File: src/drlc_pkg.sv
// drlc_pkg: constants for the dual-register logic cell array.
// assumes a single 100 MHz system clock; all pins are sampled by the top module.
package drlc_pkg;
    localparam int CELLS           = 10;
    localparam int REGS            = 20;
    localparam int SIG_W           = 64;
    localparam int CLK_PERIOD_NS   = 10;
    localparam int PUC_NS          = 1000;
    // longest time rounds down, at least one cycle
    localparam int PUC_CYC_RAW     = PUC_NS / CLK_PERIOD_NS;
    localparam int PUC_CYCLES      = (PUC_CYC_RAW < 1) ? 1 : PUC_CYC_RAW;
    localparam int PUC_W           = 8;
    localparam logic [REGS-1:0] REG_RESET = 20'h00000;
    localparam logic [SIG_W-1:0] SIG_RESET = 64'h0000000000000000;
    localparam logic [SIG_W-1:0] SIG_ALL_PROG = 64'hFFFFFFFFFFFFFFFF;
endpackage

File: src/drlc_top.sv
// drlc_top: twenty-register output logic cell array with preload, preset and security.
// assumes sum, reset and clock terms come from an array outside; pins are synchronised here.
`timescale 1ns/1ps
`default_nettype none
module drlc_top (
    input  wire logic                          clock,
    input  wire logic                          reset,
    input  wire logic [drlc_pkg::REGS-1:0]     sum_term,
    input  wire logic [drlc_pkg::REGS-1:0]     reset_term,
    input  wire logic [drlc_pkg::REGS-1:0]     clock_term,
    input  wire logic [drlc_pkg::REGS-1:0]     t_type_cfg,
    input  wire logic [drlc_pkg::REGS-1:0]     pin_clock_cfg,
    input  wire logic [drlc_pkg::CELLS-1:0]    out_polarity_cfg,
    input  wire logic [drlc_pkg::CELLS-1:0]    oe_term,
    input  wire logic                          subset_mode,
    input  wire logic                          sync_preset,
    input  wire logic                          clock_pin,
    input  wire logic                          preload_mode,
    input  wire logic                          preload_select,
    input  wire logic [drlc_pkg::CELLS-1:0]    io_in,
    input  wire logic                          keeper_cfg_wr,
    input  wire logic                          keeper_cfg_val,
    input  wire logic                          signature_wr,
    input  wire logic [drlc_pkg::SIG_W-1:0]    signature_val,
    input  wire logic                          security_program,
    input  wire logic                          verify_fuse,
    output logic      [drlc_pkg::CELLS-1:0]    io_out,
    output logic      [drlc_pkg::CELLS-1:0]    io_oe,
    output logic      [drlc_pkg::REGS-1:0]     feedback,
    output logic      [drlc_pkg::CELLS-1:0]    pin_feedback,
    output logic                               pin_keeper_en,
    output logic      [drlc_pkg::SIG_W-1:0]    user_signature_row,
    output logic                               verify_data,
    output logic                               power_up_clear_busy
);
    // ==========================================================
    // pin synchronisers: three stages, change once stages 2 and 3 agree
    // ==========================================================
    localparam int SW = drlc_pkg::CELLS + 5;
    logic [SW-1:0] s1_q, s2_q, s3_q, pin_q, s1_d, s2_d, s3_d, pin_d;
    always_comb begin
        s1_d  = {clock_pin, preload_mode, preload_select, sync_preset, verify_fuse, io_in};
        s2_d  = s1_q;
        s3_d  = s2_q;
        pin_d = pin_q;
        for (int i = 0; i < SW; i++) begin
            if (s2_q[i] == s3_q[i]) begin
                pin_d[i] = s3_q[i];
            end
        end
    end
    always_ff @(posedge clock) begin
        if (reset) begin
            s1_q  <= '0;
            s2_q  <= '0;
            s3_q  <= '0;
            pin_q <= '0;
        end else begin
            s1_q  <= s1_d;
            s2_q  <= s2_d;
            s3_q  <= s3_d;
            pin_q <= pin_d;
        end
    end
    logic [drlc_pkg::CELLS-1:0] io_s;
    logic pclk_s, pl_mode_s, pl_sel_s, preset_s, verify_s;
    assign io_s      = pin_q[drlc_pkg::CELLS-1:0];
    assign verify_s  = pin_q[drlc_pkg::CELLS];
    assign preset_s  = pin_q[drlc_pkg::CELLS+1];
    assign pl_sel_s  = pin_q[drlc_pkg::CELLS+2];
    assign pl_mode_s = pin_q[drlc_pkg::CELLS+3];
    assign pclk_s    = pin_q[drlc_pkg::CELLS+4];

    // ==========================================================
    // power-up clear interval counter
    // ==========================================================
    logic [drlc_pkg::PUC_W-1:0] puc_q, puc_d;
    logic                       busy_q, busy_d;
    always_comb begin
        puc_d  = puc_q;
        busy_d = 1'b0;
        // stop one short so busy stands exactly PUC_CYCLES edges and stays inside the longest interval
        if (puc_q != drlc_pkg::PUC_W'(drlc_pkg::PUC_CYCLES - 1)) begin
            puc_d  = puc_q + 1'b1;
            busy_d = 1'b1;
        end
    end
    always_ff @(posedge clock) begin
        if (reset) begin
            puc_q  <= '0;
            busy_q <= 1'b1;
        end else begin
            puc_q  <= puc_d;
            busy_q <= busy_d;
        end
    end

    // ==========================================================
    // clock edge detection per register
    // ==========================================================
    logic [drlc_pkg::REGS-1:0] clk_sel, clk_prev_q, clk_prev_d, clk_rise;
    logic [drlc_pkg::REGS-1:0] ff_q, ff_d;
    logic [drlc_pkg::REGS-1:0] keep_next;
    genvar g;
    generate
        for (g = 0; g < drlc_pkg::REGS; g++) begin : g_reg
            // two registers per cell: even index first, odd index second
            localparam int CELL = g / 2;
            localparam bit SECOND = (g % 2) == 1;
            logic use_t;
            // subset mode strips T-type and pin clocking
            assign use_t      = t_type_cfg[g] & ~subset_mode;
            assign clk_sel[g] = (pin_clock_cfg[g] & ~subset_mode) ? pclk_s : clock_term[g];
            assign clk_rise[g] = clk_sel[g] & ~clk_prev_q[g];
            always_comb begin
                ff_d[g] = ff_q[g];
                if (busy_q) begin
                    ff_d[g] = 1'b0;
                end else if (reset_term[g]) begin
                    ff_d[g] = 1'b0;
                end else if (pl_mode_s) begin
                    // polarity is ignored while forcing state
                    if (clk_rise[g] && (pl_sel_s == SECOND)) begin
                        ff_d[g] = io_s[CELL];
                    end
                end else if (clk_rise[g]) begin
                    if (preset_s) begin
                        ff_d[g] = 1'b1;
                    end else if (use_t) begin
                        ff_d[g] = ff_q[g] ^ sum_term[g];
                    end else begin
                        ff_d[g] = sum_term[g];
                    end
                end
            end
            // second-register feedback is gated off in subset mode
            assign keep_next[g] = (SECOND && subset_mode) ? 1'b0 : ff_d[g];
        end
    endgenerate
    assign clk_prev_d = clk_sel;

    // ==========================================================
    // pins, feedback and configuration outputs
    // ==========================================================
    logic [drlc_pkg::CELLS-1:0] out_d, out_q, oe_d, oe_q, pfb_d, pfb_q;
    logic [drlc_pkg::REGS-1:0]  fb_q;
    logic                       keeper_q, keeper_d, sec_q, sec_d, vdat_q, vdat_d;
    logic [drlc_pkg::SIG_W-1:0] sig_q, sig_d;
    always_comb begin
        for (int c = 0; c < drlc_pkg::CELLS; c++) begin
            out_d[c] = ff_d[2*c] ^ out_polarity_cfg[c];
        end
        keeper_d = keeper_cfg_wr ? keeper_cfg_val : keeper_q;
        sig_d    = signature_wr ? signature_val : sig_q;
        sec_d    = sec_q | security_program;
        // once secured, every fuse reads as programmed at once
        vdat_d   = sec_d ? 1'b1 : verify_s;
        // output drivers are off while preload forces pins from outside
        oe_d     = oe_term & {drlc_pkg::CELLS{~pl_mode_s}};
        pfb_d    = io_s;
    end
    always_ff @(posedge clock) begin
        if (reset) begin
            clk_prev_q <= drlc_pkg::REG_RESET;
            ff_q       <= drlc_pkg::REG_RESET;
            fb_q       <= drlc_pkg::REG_RESET;
            out_q      <= '0;
            oe_q       <= '0;
            pfb_q      <= '0;
            keeper_q   <= 1'b0;
            sig_q      <= drlc_pkg::SIG_RESET;
            sec_q      <= 1'b0;
            vdat_q     <= 1'b0;
        end else begin
            clk_prev_q <= clk_prev_d;
            ff_q       <= ff_d;
            fb_q       <= keep_next;
            out_q      <= out_d;
            oe_q       <= oe_d;
            pfb_q      <= pfb_d;
            keeper_q   <= keeper_d;
            sig_q      <= sig_d;
            sec_q      <= sec_d;
            vdat_q     <= vdat_d;
        end
    end
    assign io_out              = out_q;
    assign io_oe               = oe_q;
    assign feedback            = fb_q;
    assign pin_feedback        = pfb_q;
    assign pin_keeper_en       = keeper_q;
    assign user_signature_row  = sig_q;
    assign verify_data         = vdat_q;
    assign power_up_clear_busy = busy_q;

    // ==========================================================
    // assertions
    // ==========================================================
    property p_clear_hold;
        @(posedge clock) disable iff (reset) busy_q |=> (ff_q == '0);
    endproperty
    a_clear_hold: assert property (p_clear_hold) else $error("register set during clear");
    property p_clear_len;
        @(posedge clock) disable iff (reset)
            $fell(busy_q) |-> $past(puc_q) == drlc_pkg::PUC_W'(drlc_pkg::PUC_CYCLES - 1);
    endproperty
    a_clear_len: assert property (p_clear_len) else $error("clear interval wrong");
    property p_pol0;
        @(posedge clock) disable iff (reset) ##1 (io_out[0] == (ff_q[0] ^ $past(out_polarity_cfg[0])));
    endproperty
    a_pol0: assert property (p_pol0) else $error("pin polarity wrong");
    property p_async_clr;
        @(posedge clock) disable iff (reset) reset_term[3] |=> !ff_q[3];
    endproperty
    a_async_clr: assert property (p_async_clr) else $error("reset term ignored");
    property p_preset;
        @(posedge clock) disable iff (reset)
            !busy_q && !reset_term[4] && !pl_mode_s && preset_s && clk_rise[4] |=> ff_q[4];
    endproperty
    a_preset: assert property (p_preset) else $error("preset missed");
    logic use_t1;
    assign use_t1 = t_type_cfg[1] & ~subset_mode;
    property p_toggle;
        @(posedge clock) disable iff (reset)
            !busy_q && !reset_term[1] && !pl_mode_s && !preset_s && clk_rise[1] && use_t1 && sum_term[1]
            |=> ff_q[1] != $past(ff_q[1]);
    endproperty
    a_toggle: assert property (p_toggle) else $error("T register did not toggle");
    property p_hold;
        @(posedge clock) disable iff (reset) !clk_rise[2] && !busy_q && !reset_term[2] |=> $stable(ff_q[2]);
    endproperty
    a_hold: assert property (p_hold) else $error("register changed without edge");
    property p_preload;
        @(posedge clock) disable iff (reset)
            !busy_q && !reset_term[5] && pl_mode_s && pl_sel_s && clk_rise[5] |=> ff_q[5] == $past(io_s[2]);
    endproperty
    a_preload: assert property (p_preload) else $error("preload wrong register");
    property p_secure;
        @(posedge clock) disable iff (reset) sec_q |-> ##1 verify_data;
    endproperty
    a_secure: assert property (p_secure) else $error("secured fuse read unprogrammed");
    property p_subset_fb;
        @(posedge clock) disable iff (reset) subset_mode |=> !feedback[1];
    endproperty
    a_subset_fb: assert property (p_subset_fb) else $error("second feedback in subset mode");
    // loads with the select pin low go to the first register of the cell
    property p_preload_low;
        @(posedge clock) disable iff (reset)
            !busy_q && !reset_term[4] && pl_mode_s && !pl_sel_s && clk_rise[4] |=> ff_q[4] == $past(io_s[2]);
    endproperty
    a_preload_low: assert property (p_preload_low) else $error("preload missed first register");
    property p_dtype;
        @(posedge clock) disable iff (reset)
            !busy_q && !reset_term[0] && !pl_mode_s && !preset_s && clk_rise[0] && !(t_type_cfg[0] && !subset_mode)
            |=> ff_q[0] == $past(sum_term[0]);
    endproperty
    a_dtype: assert property (p_dtype) else $error("D register did not load sum term");
    property p_subset_t;
        @(posedge clock) disable iff (reset)
            !busy_q && !reset_term[1] && !pl_mode_s && !preset_s && clk_rise[1] && subset_mode
            |=> ff_q[1] == $past(sum_term[1]);
    endproperty
    a_subset_t: assert property (p_subset_t) else $error("T operation in subset mode");
    // watches the synchronised pin directly, so a wrong clock select is caught
    property p_pin_clock;
        @(posedge clock) disable iff (reset)
            !busy_q && !reset_term[6] && !pl_mode_s && !preset_s && !t_type_cfg[6] && pclk_s && !$past(pclk_s)
            && pin_clock_cfg[6] && !subset_mode && $past(pin_clock_cfg[6] & ~subset_mode)
            |=> ff_q[6] == $past(sum_term[6]);
    endproperty
    a_pin_clock: assert property (p_pin_clock) else $error("pin clock edge missed");
    property p_oe_preload;
        @(posedge clock) disable iff (reset) pl_mode_s |=> io_oe == '0;
    endproperty
    a_oe_preload: assert property (p_oe_preload) else $error("pin driven during preload");
    property p_oe_follow;
        @(posedge clock) disable iff (reset) !pl_mode_s |=> io_oe == $past(oe_term);
    endproperty
    a_oe_follow: assert property (p_oe_follow) else $error("output enable term not followed");
    property p_fb_match;
        @(posedge clock) disable iff (reset) !subset_mode |=> feedback == ff_q;
    endproperty
    a_fb_match: assert property (p_fb_match) else $error("feedback differs from registers");
    property p_pin_fb;
        @(posedge clock) disable iff (reset) 1'b1 |=> pin_feedback == $past(io_s);
    endproperty
    a_pin_fb: assert property (p_pin_fb) else $error("pin input path wrong");
    property p_keeper_wr;
        @(posedge clock) disable iff (reset) keeper_cfg_wr |=> pin_keeper_en == $past(keeper_cfg_val);
    endproperty
    a_keeper_wr: assert property (p_keeper_wr) else $error("keeper bit not written");
    property p_sig_wr;
        @(posedge clock) disable iff (reset) signature_wr |=> user_signature_row == $past(signature_val);
    endproperty
    a_sig_wr: assert property (p_sig_wr) else $error("signature row not written");
    property p_sec_sticky;
        @(posedge clock) disable iff (reset) sec_q |=> sec_q;
    endproperty
    a_sec_sticky: assert property (p_sec_sticky) else $error("security fuse cleared");

    // ==========================================================
    // cover points
    // ==========================================================
    c_preload:   cover property (@(posedge clock) pl_mode_s && clk_rise[0]);
    c_preset:    cover property (@(posedge clock) preset_s && clk_rise[0] && !busy_q);
    c_secure:    cover property (@(posedge clock) $rose(sec_q));
    c_toggle:    cover property (@(posedge clock) !busy_q && clk_rise[1] && use_t1 && sum_term[1]);
    c_pin_clock: cover property (@(posedge clock) !busy_q && pin_clock_cfg[0] && clk_rise[0]);
endmodule // drlc_top
`default_nettype wire

File: config.mk
export PLATFORM = sky130hd
export DESIGN_NAME = drlc_top
export DESIGN_NICKNAME = d
export VERILOG_FILES = /design/src/drlc_pkg.sv /design/src/drlc_top.sv
export SDC_FILE = /design/constraint.sdc
export NUM_CORES = 1
export LEC_CHECK = 0
export BUFFER_PORTS_ARGS = -buffer_cell sky130_fd_sc_hd__buf_2
export CAP_MARGIN = 20
export CORE_AREA = 2 2 136 138
export DETAILED_ROUTE_END_ITERATION = 7
export DIE_AREA = 0 0 138 140
export PLACE_DENSITY = 0.79
export SLEW_MARGIN = 15
export SYNTH_ARGS = -nofsm -noshare
export SYNTH_HDL_FRONTEND = slang
export SYNTH_SLANG_ARGS = --single-unit
File: constraint.sdc
create_clock -name clock -period 1.8 [get_ports clock]
set_input_delay 0.09 -clock clock [delete_from_list [all_inputs] [get_ports clock]]
set_output_delay 0.09 -clock clock [all_outputs]
set_load 0.03 [all_outputs]
==> results of run 1 <==
[placed cells by master, fill, tap and decap left out, types with 19 or more instances in the layout]
cell type      Yosys  layout
a211oi_1          20      20
buf_2             15     320
clkbuf_16          0      23
dfxtp_1          216     216
dlygate4sd3_1      0     138
inv_1             21      21
mux2i_1           86      86
nand2_1           19      19
nand3b_1          20      20
nor2_1           121     121
nor2b_1           76      76
o21ai_0           27      27
[flip-flops by register name, indices dropped and copies added (netlist names), 8 cells and up]
signal	cells
s1_q	15
s3_q	15
s2_q	15
io_oe	10
pin_q	15
ff_q	20
clk_prev_q	20
puc_q	8
user_signature_row	64
feedback	10
io_out	10
pin_feedback	10
[per-stage QoR]
stage	power, W	worst slack [ps]
floorplan	0.00588	289
global placement	0.00634	152
detailed placement	0.00637	122
CTS	0.0117	115
global route	0.0120	4.90
finish	0.0116	159
[cell usage after synthesis]
cell type | n | share of area [%]
nor3_1 | 5 | 0.29
nand2_1 | 19 | 0.83
clkbuf_1 | 29 | 1.3
buf_4 | 10 | 0.87
and2_1 | 10 | 0.73
or2_2 | 2 | 0.15
buf_2 | 15 | 0.87
a211oi_1 | 20 | 1.7
nor2b_1 | 76 | 5.5
xnor2_1 | 12 | 1.2
buf_1 | 4 | 0.17
o311ai_1 | 10 | 1.0
o22ai_1 | 10 | 0.73
buf_6 | 1 | 0.13
inv_1 | 21 | 0.92
o2bb2ai_1 | 10 | 1.0
xor2_1 | 13 | 1.3
nor2_1 | 121 | 5.3
a2111oi_2 | 9 | 1.6
nor3_4 | 1 | 0.19
nand3b_1 | 20 | 1.7
or4bb_1 | 1 | 0.13
nand2b_1 | 12 | 0.87
ha_1 | 1 | 0.15
dfxtp_1 | 216 | 50
a2111oi_0 | 11 | 1.1
nand4bb_1 | 9 | 1.2
o211ai_1 | 10 | 0.87
mux2i_1 | 86 | 10
a21oi_1 | 18 | 1.0
a311o_1 | 10 | 1.2
nand3_1 | 3 | 0.17
a211o_1 | 10 | 1.0
o21bai_1 | 10 | 0.87
or4b_1 | 1 | 0.12
o21ai_0 | 27 | 1.6
or3_1 | 12 | 0.87
o31a_1 | 10 | 1.0
[area by class of cell]
type,count,area (sq um)
fillers,1273,5120
flip-flops and latches,216,4320
multi-input cells,569,3920
repair buffers,480,3210
clock buffers,30,662
well taps,229,287
clock inverters,12,168
inverters,21,78.8
diodes,2,5.00
[power by group]
part,internal (W),total (W),leakage [nW],switching [W]
combinational,0.000704,0.00149,3.42,0.000782
sequential,0.00497,0.00507,1.77,0.0000971
clock,0.00317,0.00508,0.417,0.00191
total,0.00885,0.0116,5.61,0.00278
[cell families after synthesis]
| logic type | share of synthesized area (%) |
|---|---|
| AND/OR/NAND/NOR | 18.1 |
| flip-flops | 50.2 |
| AO/OA/AOI/OAI | 14.8 |
| multiplexers | 10.0 |
| buffers and inverters | 4.23 |
| XOR/XNOR | 2.54 |
| adder cells (fa/ha/maj) | 0.145 |
[tightest hold or removal path, cell delays in order]
cell      delay [ps]
buf_2            100
nand2b_1          70
mux2i_1          120
nor2_1           110
[worst paths after layout]
check	startpoint	to	slack [ps]	depth (start not counted)
worst max-delay path	pin_q[13]	ff_q[7]	160	3
worst min-delay path	pin_clock_cfg[5]	clk_prev_q[5]	40	4
worst max register to register	pin_q[13]	ff_q[7]	160	3
worst min register to register	s1_q[0]	s2_q[0]	430	1
[per-layer routing]
layer | vias up | track usage, %
met1 | 3771 | 30.0
met2 | 395 | 48.2
li1 | 3933 | -
met4 | 0 | 11.0
met5 | - | 0
met3 | 68 | 6.09
==> key figures, run 1 <==
Status
  – Status: finished clean

Clock tree
  – H-tree Lvls: 1
  – Sink Count: between 200 and 250
  – # resized after CTS: 0
  – Clk Tree Root Cell: clkbuf_16
  – Clock Latency Late Sink: ~500 ps
  – Postcts setup bufs: 0
  – Max clock buf depth: 3
  – CTS buffer count: 23
  – Clock transition at path regs: 60 ps
  – CTS tree: built
  – Hold_buf cts: 138

Finish
  – Final Non-Filler Cells: 1559
  – Fin area: about 13000 sq um
  – Share of cells above drive strength 1: between 20% and 30%
  – Nets: about 1.5k
  – Final core utilization: 71.2%
  – Area Overhead vs Synth: 47.1%

Global routing
  – Grt total ovfl: 0
  – Largest net degree at the start of global routing: between 80 and 90
  – Number of global-route vias before repair: 8385
  – Global-route wire length before repair: 42100 um
  – GRT Overall Usage: around a quarter
  – Initial antenna violation count: 1

Worst setup path
  – CP max-delay cell: nor2b_1
  – CP top delay family: simple AND/OR/NAND/NOR gates
  – Required time of the critical path: between 2000 and 2500 ps
  – Setup CP Type: reg2reg
  – Critical Path Fanout Max: 10
  – Crit path arrival time: ~2000 ps
  – Type of destination of the critical path: flip-flop
  – Slowest Stage Delay on Critical Path: a little over 700 ps
  – Crit path buf inv count: 0
  – Cell Chain, Critical Path: nor2b_1 -> o31a_1 -> a2111oi_2
  – Critical path launch point type: flip-flop

Die
  – Initial core utilization: 48.4%
  – Placeable core area: ~18000 sq um
  – Die W: 138 um
  – Row count: 49
  – Ports: roughly 320
  – Die footprint: ~19000 sq um
  – Die Height: 140 um

Placed design
  – Post-DP HPWL: 17100 um
  – IO buf count: ~320
  – DP Cell Count: around 1.4k
  – Final GP Congestion: just under 0.9
  – Dpl cell area: roughly 10000 sq um

Synth
  – Mapped Area: 8610 sq um
  – Count of different cell masters after synthesis: 38
  – Cells after Synth: roughly 870
  – Mean post-synth cell area: roughly 10 sq um
  – Synth Register Bits: ~220
  – Register area share after synthesis: between 50% and 60%
  – Synth warn: 0
  – Syn_nets: roughly 1.1k

Route
  – WL per Instance: about 17 um
  – Met1 Wirelength: 10600 um
  – Total wire length: 26900 um
  – DR top layer: met4
  – Met3 wire len: 2160 um
  – Met2 WL: 13100 um
  – Drt pass-1 iters: 5
  – Post-DR vias/cell: 5.24
  – Post-route antenna net violation count: 0
  – Via count: ~8.2k
  – Residual DRC: 0
  – Initial DRC count: around 390

STA
  – Fin. Hold Viols: 0
  – Tcrit/Tclk final: roughly nine tenths
  – Hold WS: between 30 and 40 ps
  – Post-route minimum period: ~1600 ps
  – Setup repair after global routing missed its margin: no
  – Pins Over Slew Limit: 0
  – Slew @ Worst Pin: 861 ps
  – Setup TNS: 0 ps
  – Fmax: approximately 600 MHz
  – Final setup violating endpoints: 0
  – Worst slew margin: a little over two fifths
  – Setup Skew: around 7.7 ps

Worst hold path
  – Worst Hold Class: in2reg

Power and ir drop
  – Worst VDD drop: 660 uV
  – Leak Pwr: between 5 and 6 nW
  – Pwr/cell area: 919 nW/um^2

Job
  – Max cap viols: 0
Power figures use the tool's default switching activity.
==> run 2: changes to the inputs <==
--- a/config.mk
+++ b/config.mk
@@ -10,6 +10,7 @@
 export CORE_AREA = 2 2 136 138
 export DETAILED_ROUTE_END_ITERATION = 7
 export DIE_AREA = 0 0 138 140
+export HOLD_SLACK_MARGIN = 0.06
 export PLACE_DENSITY = 0.79
 export SLEW_MARGIN = 15
 export SYNTH_ARGS = -nofsm -noshare
==> constraint.sdc (replaced) <==
create_clock -name clock -period 1.65 [get_ports clock]
set_input_delay 0.0825 -clock clock [delete_from_list [all_inputs] [get_ports clock]]
set_output_delay 0.0825 -clock clock [all_outputs]
set_load 0.03 [all_outputs]
==> run 2 against run 1 <==
  * Clock skew up 2.5 ps
  * Core utilization rose by 1.0 points
  * Fmax rose by 4.9%
  * Largest cell class unchanged
==> key figures, run 2 (synthesis gave the netlist of run 1 again) <==
Die
  – Row count: 49
  – Placeable core area: 17800 sq um
  – Die footprint: 19300 sq um
  – Initial core utilization: about half
  – Die W: between 100 and 150 um
  – Ports: 323
  – Die Height: between 100 and 150 um

Finish
  – Most frequent cells in the layout: buf_2, dfxtp_1, dlygate4sd3_1
  – Most common cell after layout, fill and taps aside: buf_2
  – Share of cells above drive strength 1: between 20 and 30%
  – Largest register FFs: 64
  – Fin area: ~13000 sq um
  – Area Overhead vs Synth: 49.2%
  – Final Non-Filler Cells: approximately 1.6k
  – Nets: 1544

STA
  – Setup repair after global routing missed its margin: no
  – Setup TNS: 0 ps
  – Slew @ Worst Pin: 776 ps
  – Fin. Hold Viols: 0
  – Setup Skew: slightly above 10 ps
  – Post-route minimum period: 1560 ps
  – Final WS setup: 85.7 ps
  – Worst slew margin: around 48%
  – Pins Over Slew Limit: 0
  – Fmax: about 640 MHz
  – Tcrit/Tclk final: between 90% and 100%
  – Hold WS: about 73 ps
  – Final setup violating endpoints: 0

Route
  – Post-route antenna net violation count: 0
  – Residual DRC: 0
  – Initial DRC count: 375
  – Via count: 8475
  – WL per Instance: roughly 18 um
  – Post-DR vias/cell: between 5 and 6
  – Total wire length: 27700 um
  – Drt pass-1 iters: 5

Global routing
  – Largest net degree at the start of global routing: about 80
  – Global-route wire length before repair: 43700 um
  – GRT Overall Usage: between 20% and 30%
  – Initial antenna violation count: 1
  – Grt total ovfl: 0
  – Number of global-route vias before repair: between 8k and 9k

Worst hold path
  – Worst Min Path Start: sum_term[15]
  – Hold depth: 4
  – Worst Hold Class: in2reg
  – WHS Endpoint: ff_q[15]

Clock tree
  – CTS buffer count: 23
  – Postcts setup bufs: 0
  – Clock Latency Late Sink: 490 ps
  – Clock transition at path regs: 60 ps
  – H-tree Lvls: 1
  – Sink Count: between 200 and 250
  – CTS tree: built
  – Max clock buf depth: 3
  – Clk Tree Root Cell: clkbuf_16

Worst setup path
  – Setup CP Type: reg2reg
  – Crit path arrival time: approximately 1900 ps
  – Reg2Reg Setup Slack: about 86 ps
  – Type of destination of the critical path: flip-flop
  – RR Endpoint: clk_prev_q[5]
  – Cell count of the worst reg-to-reg path: 4
  – Critical Path Fanout Max: 17
  – Critical path launch point type: flip-flop
  – Required time of the critical path: about 2000 ps
  – R2R Path Start: pin_q[14]

Placed design
  – Final GP Congestion: 0.872
  – Dpl cell area: 10500 sq um
  – DP Cell Count: ~1.4k
  – IO buf count: roughly 320
  – Dpl ws: 7.09 ps
  – Post-DP HPWL: 17300 um

Job
  – Max cap viols: 0

Status
  – Status: finished clean

Power and ir drop
  – Pwr/cell area: roughly 960 nW/um^2
  – Worst VDD drop: between 700 and 800 uV
  – Leak Pwr: 5.69 nW
run 2: cell types whose count changed in the layout (fill, tap and decap cells not counted), moves of 2 or more:
cell,delta
dlygate4sd3_1,+22
buf_4,+3
clkbuf_8,+2
clkbuf_1,+4
inv_6,-2
bufinv_16,-3
clkinv_2,-3
run 2: worst max path at each step:
stage / end / slack, ps / start
2_1_floorplan: puc_q[1] / 140 / puc_q[2]
4_1_cts: puc_q[1] / 100 / puc_q[2]
5_1_grt: io_out[4] / 8 / pin_q[12]
6_report: clk_prev_q[5] / 90 / pin_q[14]
3_5_place_dp: ff_q[13] / 7 / pin_q[13]
3_3_place_gp: ff_q[5] / 30 / pin_q[13]
run 2: metal layers:
layer | wire [um] | global-route usage, %
met4 | 1350 | 13.5
met5 | 0 | 0
met2 | 13400 | 48.1
met1 | 10500 | 31.8
met3 | 2470 | 6.29
run 2: area by class of cell:
type / instances / area (sq um)
tap: 229 / 287
clock buffer: 36 / 704
multi-input combinational: 569 / 3920
inverter: 21 / 78.8
fill: 1226 / 4940
sequential: 216 / 4320
clock inverter: 4 / 45.0
timing repair buffer: 506 / 3480
antenna: 1 / 2.50
run 2: through the flow:
step                total power, W  utilization [%]
finish                      0.0123             72.2
global route                0.0127             72.2
CTS                         0.0123             72.2
detailed placement         0.00695             59.0
global placement           0.00692             59.0
floorplan                  0.00641                -
run 2: power by group:
group          switching [W]  internal [W]
Combinational       0.000867      0.000805
Sequential          0.000107       0.00543
Clock                0.00199       0.00307
Total                0.00297       0.00930
run 2: worst max-delay path, stage by stage, from the launching register on:
cell	delay [ps]
dfxtp_1	350
buf_12	170
mux2i_1	230
dlygate4sd3_1	620
nor2_1	50
run 2: what timing repair did:
action,in CTS,in global routing
hold buffers,160,0
endpoints found under the setup margin,5,0
endpoints found under the hold margin,151,0
resized for setup,1,0
==> run 3: changes to the inputs <==
--- a/config.mk
+++ b/config.mk
@@ -7,11 +7,12 @@
 export LEC_CHECK = 0
 export BUFFER_PORTS_ARGS = -buffer_cell sky130_fd_sc_hd__buf_2
 export CAP_MARGIN = 20
-export CORE_AREA = 2 2 136 138
+export CORE_AREA = 2 2 112 168
 export DETAILED_ROUTE_END_ITERATION = 7
-export DIE_AREA = 0 0 138 140
+export DIE_AREA = 0 0 114 170
 export HOLD_SLACK_MARGIN = 0.06
-export PLACE_DENSITY = 0.79
+export PLACE_DENSITY = 0.78
+export RECOVER_POWER = 100
 export SLEW_MARGIN = 15
 export SYNTH_ARGS = -nofsm -noshare
 export SYNTH_HDL_FRONTEND = slang
==> run 3 against run 2 <==
  * Global-route usage grew 0.68 points
  * Die area increased by 0.31%
  * Clock skew up 6.7 ps
  * Worst hold slack got worse by 28 ps
  * Fmax decreased by 0.35%
  * Sequential power about the same
  * Design area is 1.9% lower
  * Setup slack worse by 5.5 ps
  * Critical endpoint is now ff_q[1]
  * Largest power group unchanged
  * Highest routed layer unchanged
==> key figures, run 3 (synthesis gave the netlist of run 1 again) <==
Worst setup path
  – Crit path arrival time: a little under 2000 ps
  – Reg2Reg Setup Slack: between 80 and 90 ps
  – R2R Path Start: pin_q[14]
  – Worst setup startpoint: pin_q[14]
  – Critical path launch point type: flip-flop
  – Critical Path Fanout Max: 15
  – Type of destination of the critical path: flip-flop
  – Worst setup path end: ff_q[1]
  – Required time of the critical path: 2010 ps
  – RR Endpoint: ff_q[1]
  – Setup CP Type: reg2reg
  – Cell count of the worst reg-to-reg path: 4

Job
  – Max cap viols: 0

STA
  – Tcrit/Tclk final: a little over nine tenths
  – Setup Skew: 16.9 ps
  – Final WS setup: 80.2 ps
  – Final setup violating endpoints: 0
  – Fmax: about 640 MHz
  – Worst slew margin: 40.1%
  – Slew @ Worst Pin: 898 ps
  – Setup TNS: 0 ps
  – Pins Over Slew Limit: 0
  – Fin. Hold Viols: 0
  – Post-route minimum period: between 1500 and 2000 ps

Placed design
  – IO buf count: 322
  – Final GP Congestion: roughly 0.87
  – Post-DP HPWL: around 18000 um
  – Dpl ws: around 38 ps

Global routing
  – GRT Overall Usage: 28.1%
  – Largest net degree at the start of global routing: 69
  – Grt total ovfl: 0
  – Number of global-route vias before repair: roughly 8.7k
  – Global-route wire length before repair: between 40000 and 50000 um
  – Initial antenna violation count: 4

Clock tree
  – Clk Tree Root Cell: clkbuf_16
  – CTS tree: built
  – H-tree Lvls: 1
  – Clock Latency Late Sink: 490 ps
  – Postcts setup bufs: 0
  – CTS buffer count: 21
  – Sink Count: approximately 220
  – Max clock buf depth: 3
  – Clock transition at path regs: approximately 70 ps

Route
  – Drt pass-1 iters: 5
  – Met3 wire len: between 2000 and 2500 um
  – Via count: 8422
  – Residual DRC: 0
  – Met1 Wirelength: roughly 10000 um
  – Initial DRC count: between 400 and 500
  – Met2 WL: between 10000 and 15000 um
  – Post-DR vias/cell: around 5.4
  – DR top layer: met4
  – Post-route antenna net violation count: 0
  – WL per Instance: ~18 um
  – Total wire length: about 28000 um

Worst hold path
  – Worst Min Path Start: sum_term[13]
  – Hold depth: 4
  – Worst Hold Class: in2reg

Finish
  – Fill count: 1357
  – Multi-input logic area: approximately 4000 sq um
  – Share of cells above drive strength 1: around a fifth
  – Final core utilization: a little over two thirds
  – Largest register FFs: 64
  – Area Overhead vs Synth: 46.4%
  – Register area: around 4300 sq um
  – Nets: about 1.5k
  – Most common cell after layout, fill and taps aside: dfxtp_1
  – Most frequent cells in the layout: dfxtp_1, buf_2, dlygate4sd3_1

Die
  – Ports: approximately 320
  – Placeable core area: roughly 18000 sq um
  – Row count: 60
  – Die footprint: 19400 sq um
  – Die Height: roughly 170 um
  – Initial core utilization: ~48%
  – Die W: 114 um

Power and ir drop
  – Leak Pwr: 5.20 nW
  – Worst VDD drop: 922 uV
  – Overall Power: roughly 0.012 W
  – Pwr/cell area: between 900 and 1000 nW/um^2

Status
  – Status: finished clean
==> run 3: changes by cell type in the layout (fill, tap and decap cells not counted), moves of 4 or more <==
cell / change
dlygate4sd3_1: -9
clkbuf_8: -4
clkbuf_1: +116
diode_2: +4
buf_2: -117
==> run 3: per-layer routing <==
metal | up-vias | global-route usage (%)
met5 | - | 0
met4 | 0 | 16.5
met3 | 111 | 6.84
met2 | 389 | 50.8
met1 | 3966 | 29.2
li1 | 3956 | -
==> run 3: worst min path at each step <==
stage | end | slack, ps
after floorplan | ff_q[11] | 150
after global placement | ff_q[11] | 260
after detailed placement | ff_q[7] | 270
after CTS | feedback[1] | 60
after global routing | io_out[4] | 70
final | feedback[13] | 40
==> run 3: final cells by class <==
| class | instances | area share, % |
|---|---|---|
| flip-flops and latches | 216 | 34.3 |
| multi-input cells | 569 | 31.0 |
| repair buffers | 503 | 26.1 |
| clock buffers | 28 | 4.70 |
| well taps | 217 | 2.15 |
| clock inverters | 7 | 0.963 |
| inverters | 21 | 0.626 |
| diodes | 5 | 0.0993 |
==> run 3: through the flow <==
stage                     hold WS, ps  instances  cell area, sq um
after floorplan                   151        865              8610
after global placement            261       1375             10500
after detailed placement          273       1375             10500
after CTS                        61.3       1561             12700
after global routing             66.4       1564             12600
final                            44.9       1566             12600
==> run 3: repair_timing <==
action	CTS	global route
hold endpoints to repair	147	0
setup endpoints to repair	0	9
gates resized for setup	0	5
hold buffers	151	0
==> run 3: critical path, stage by stage, from the launching register on <==
cell       delay, ps
dfxtp_1          420
buf_6            220
mux2i_1          130
o31a_1           290
a2111oi_1        380
==> run 3: where the power goes <==
part | internal, W | switching [W]
clock | 0.00299 | 0.00201
combinational | 0.000758 | 0.000860
sequential | 0.00542 | 0.000113
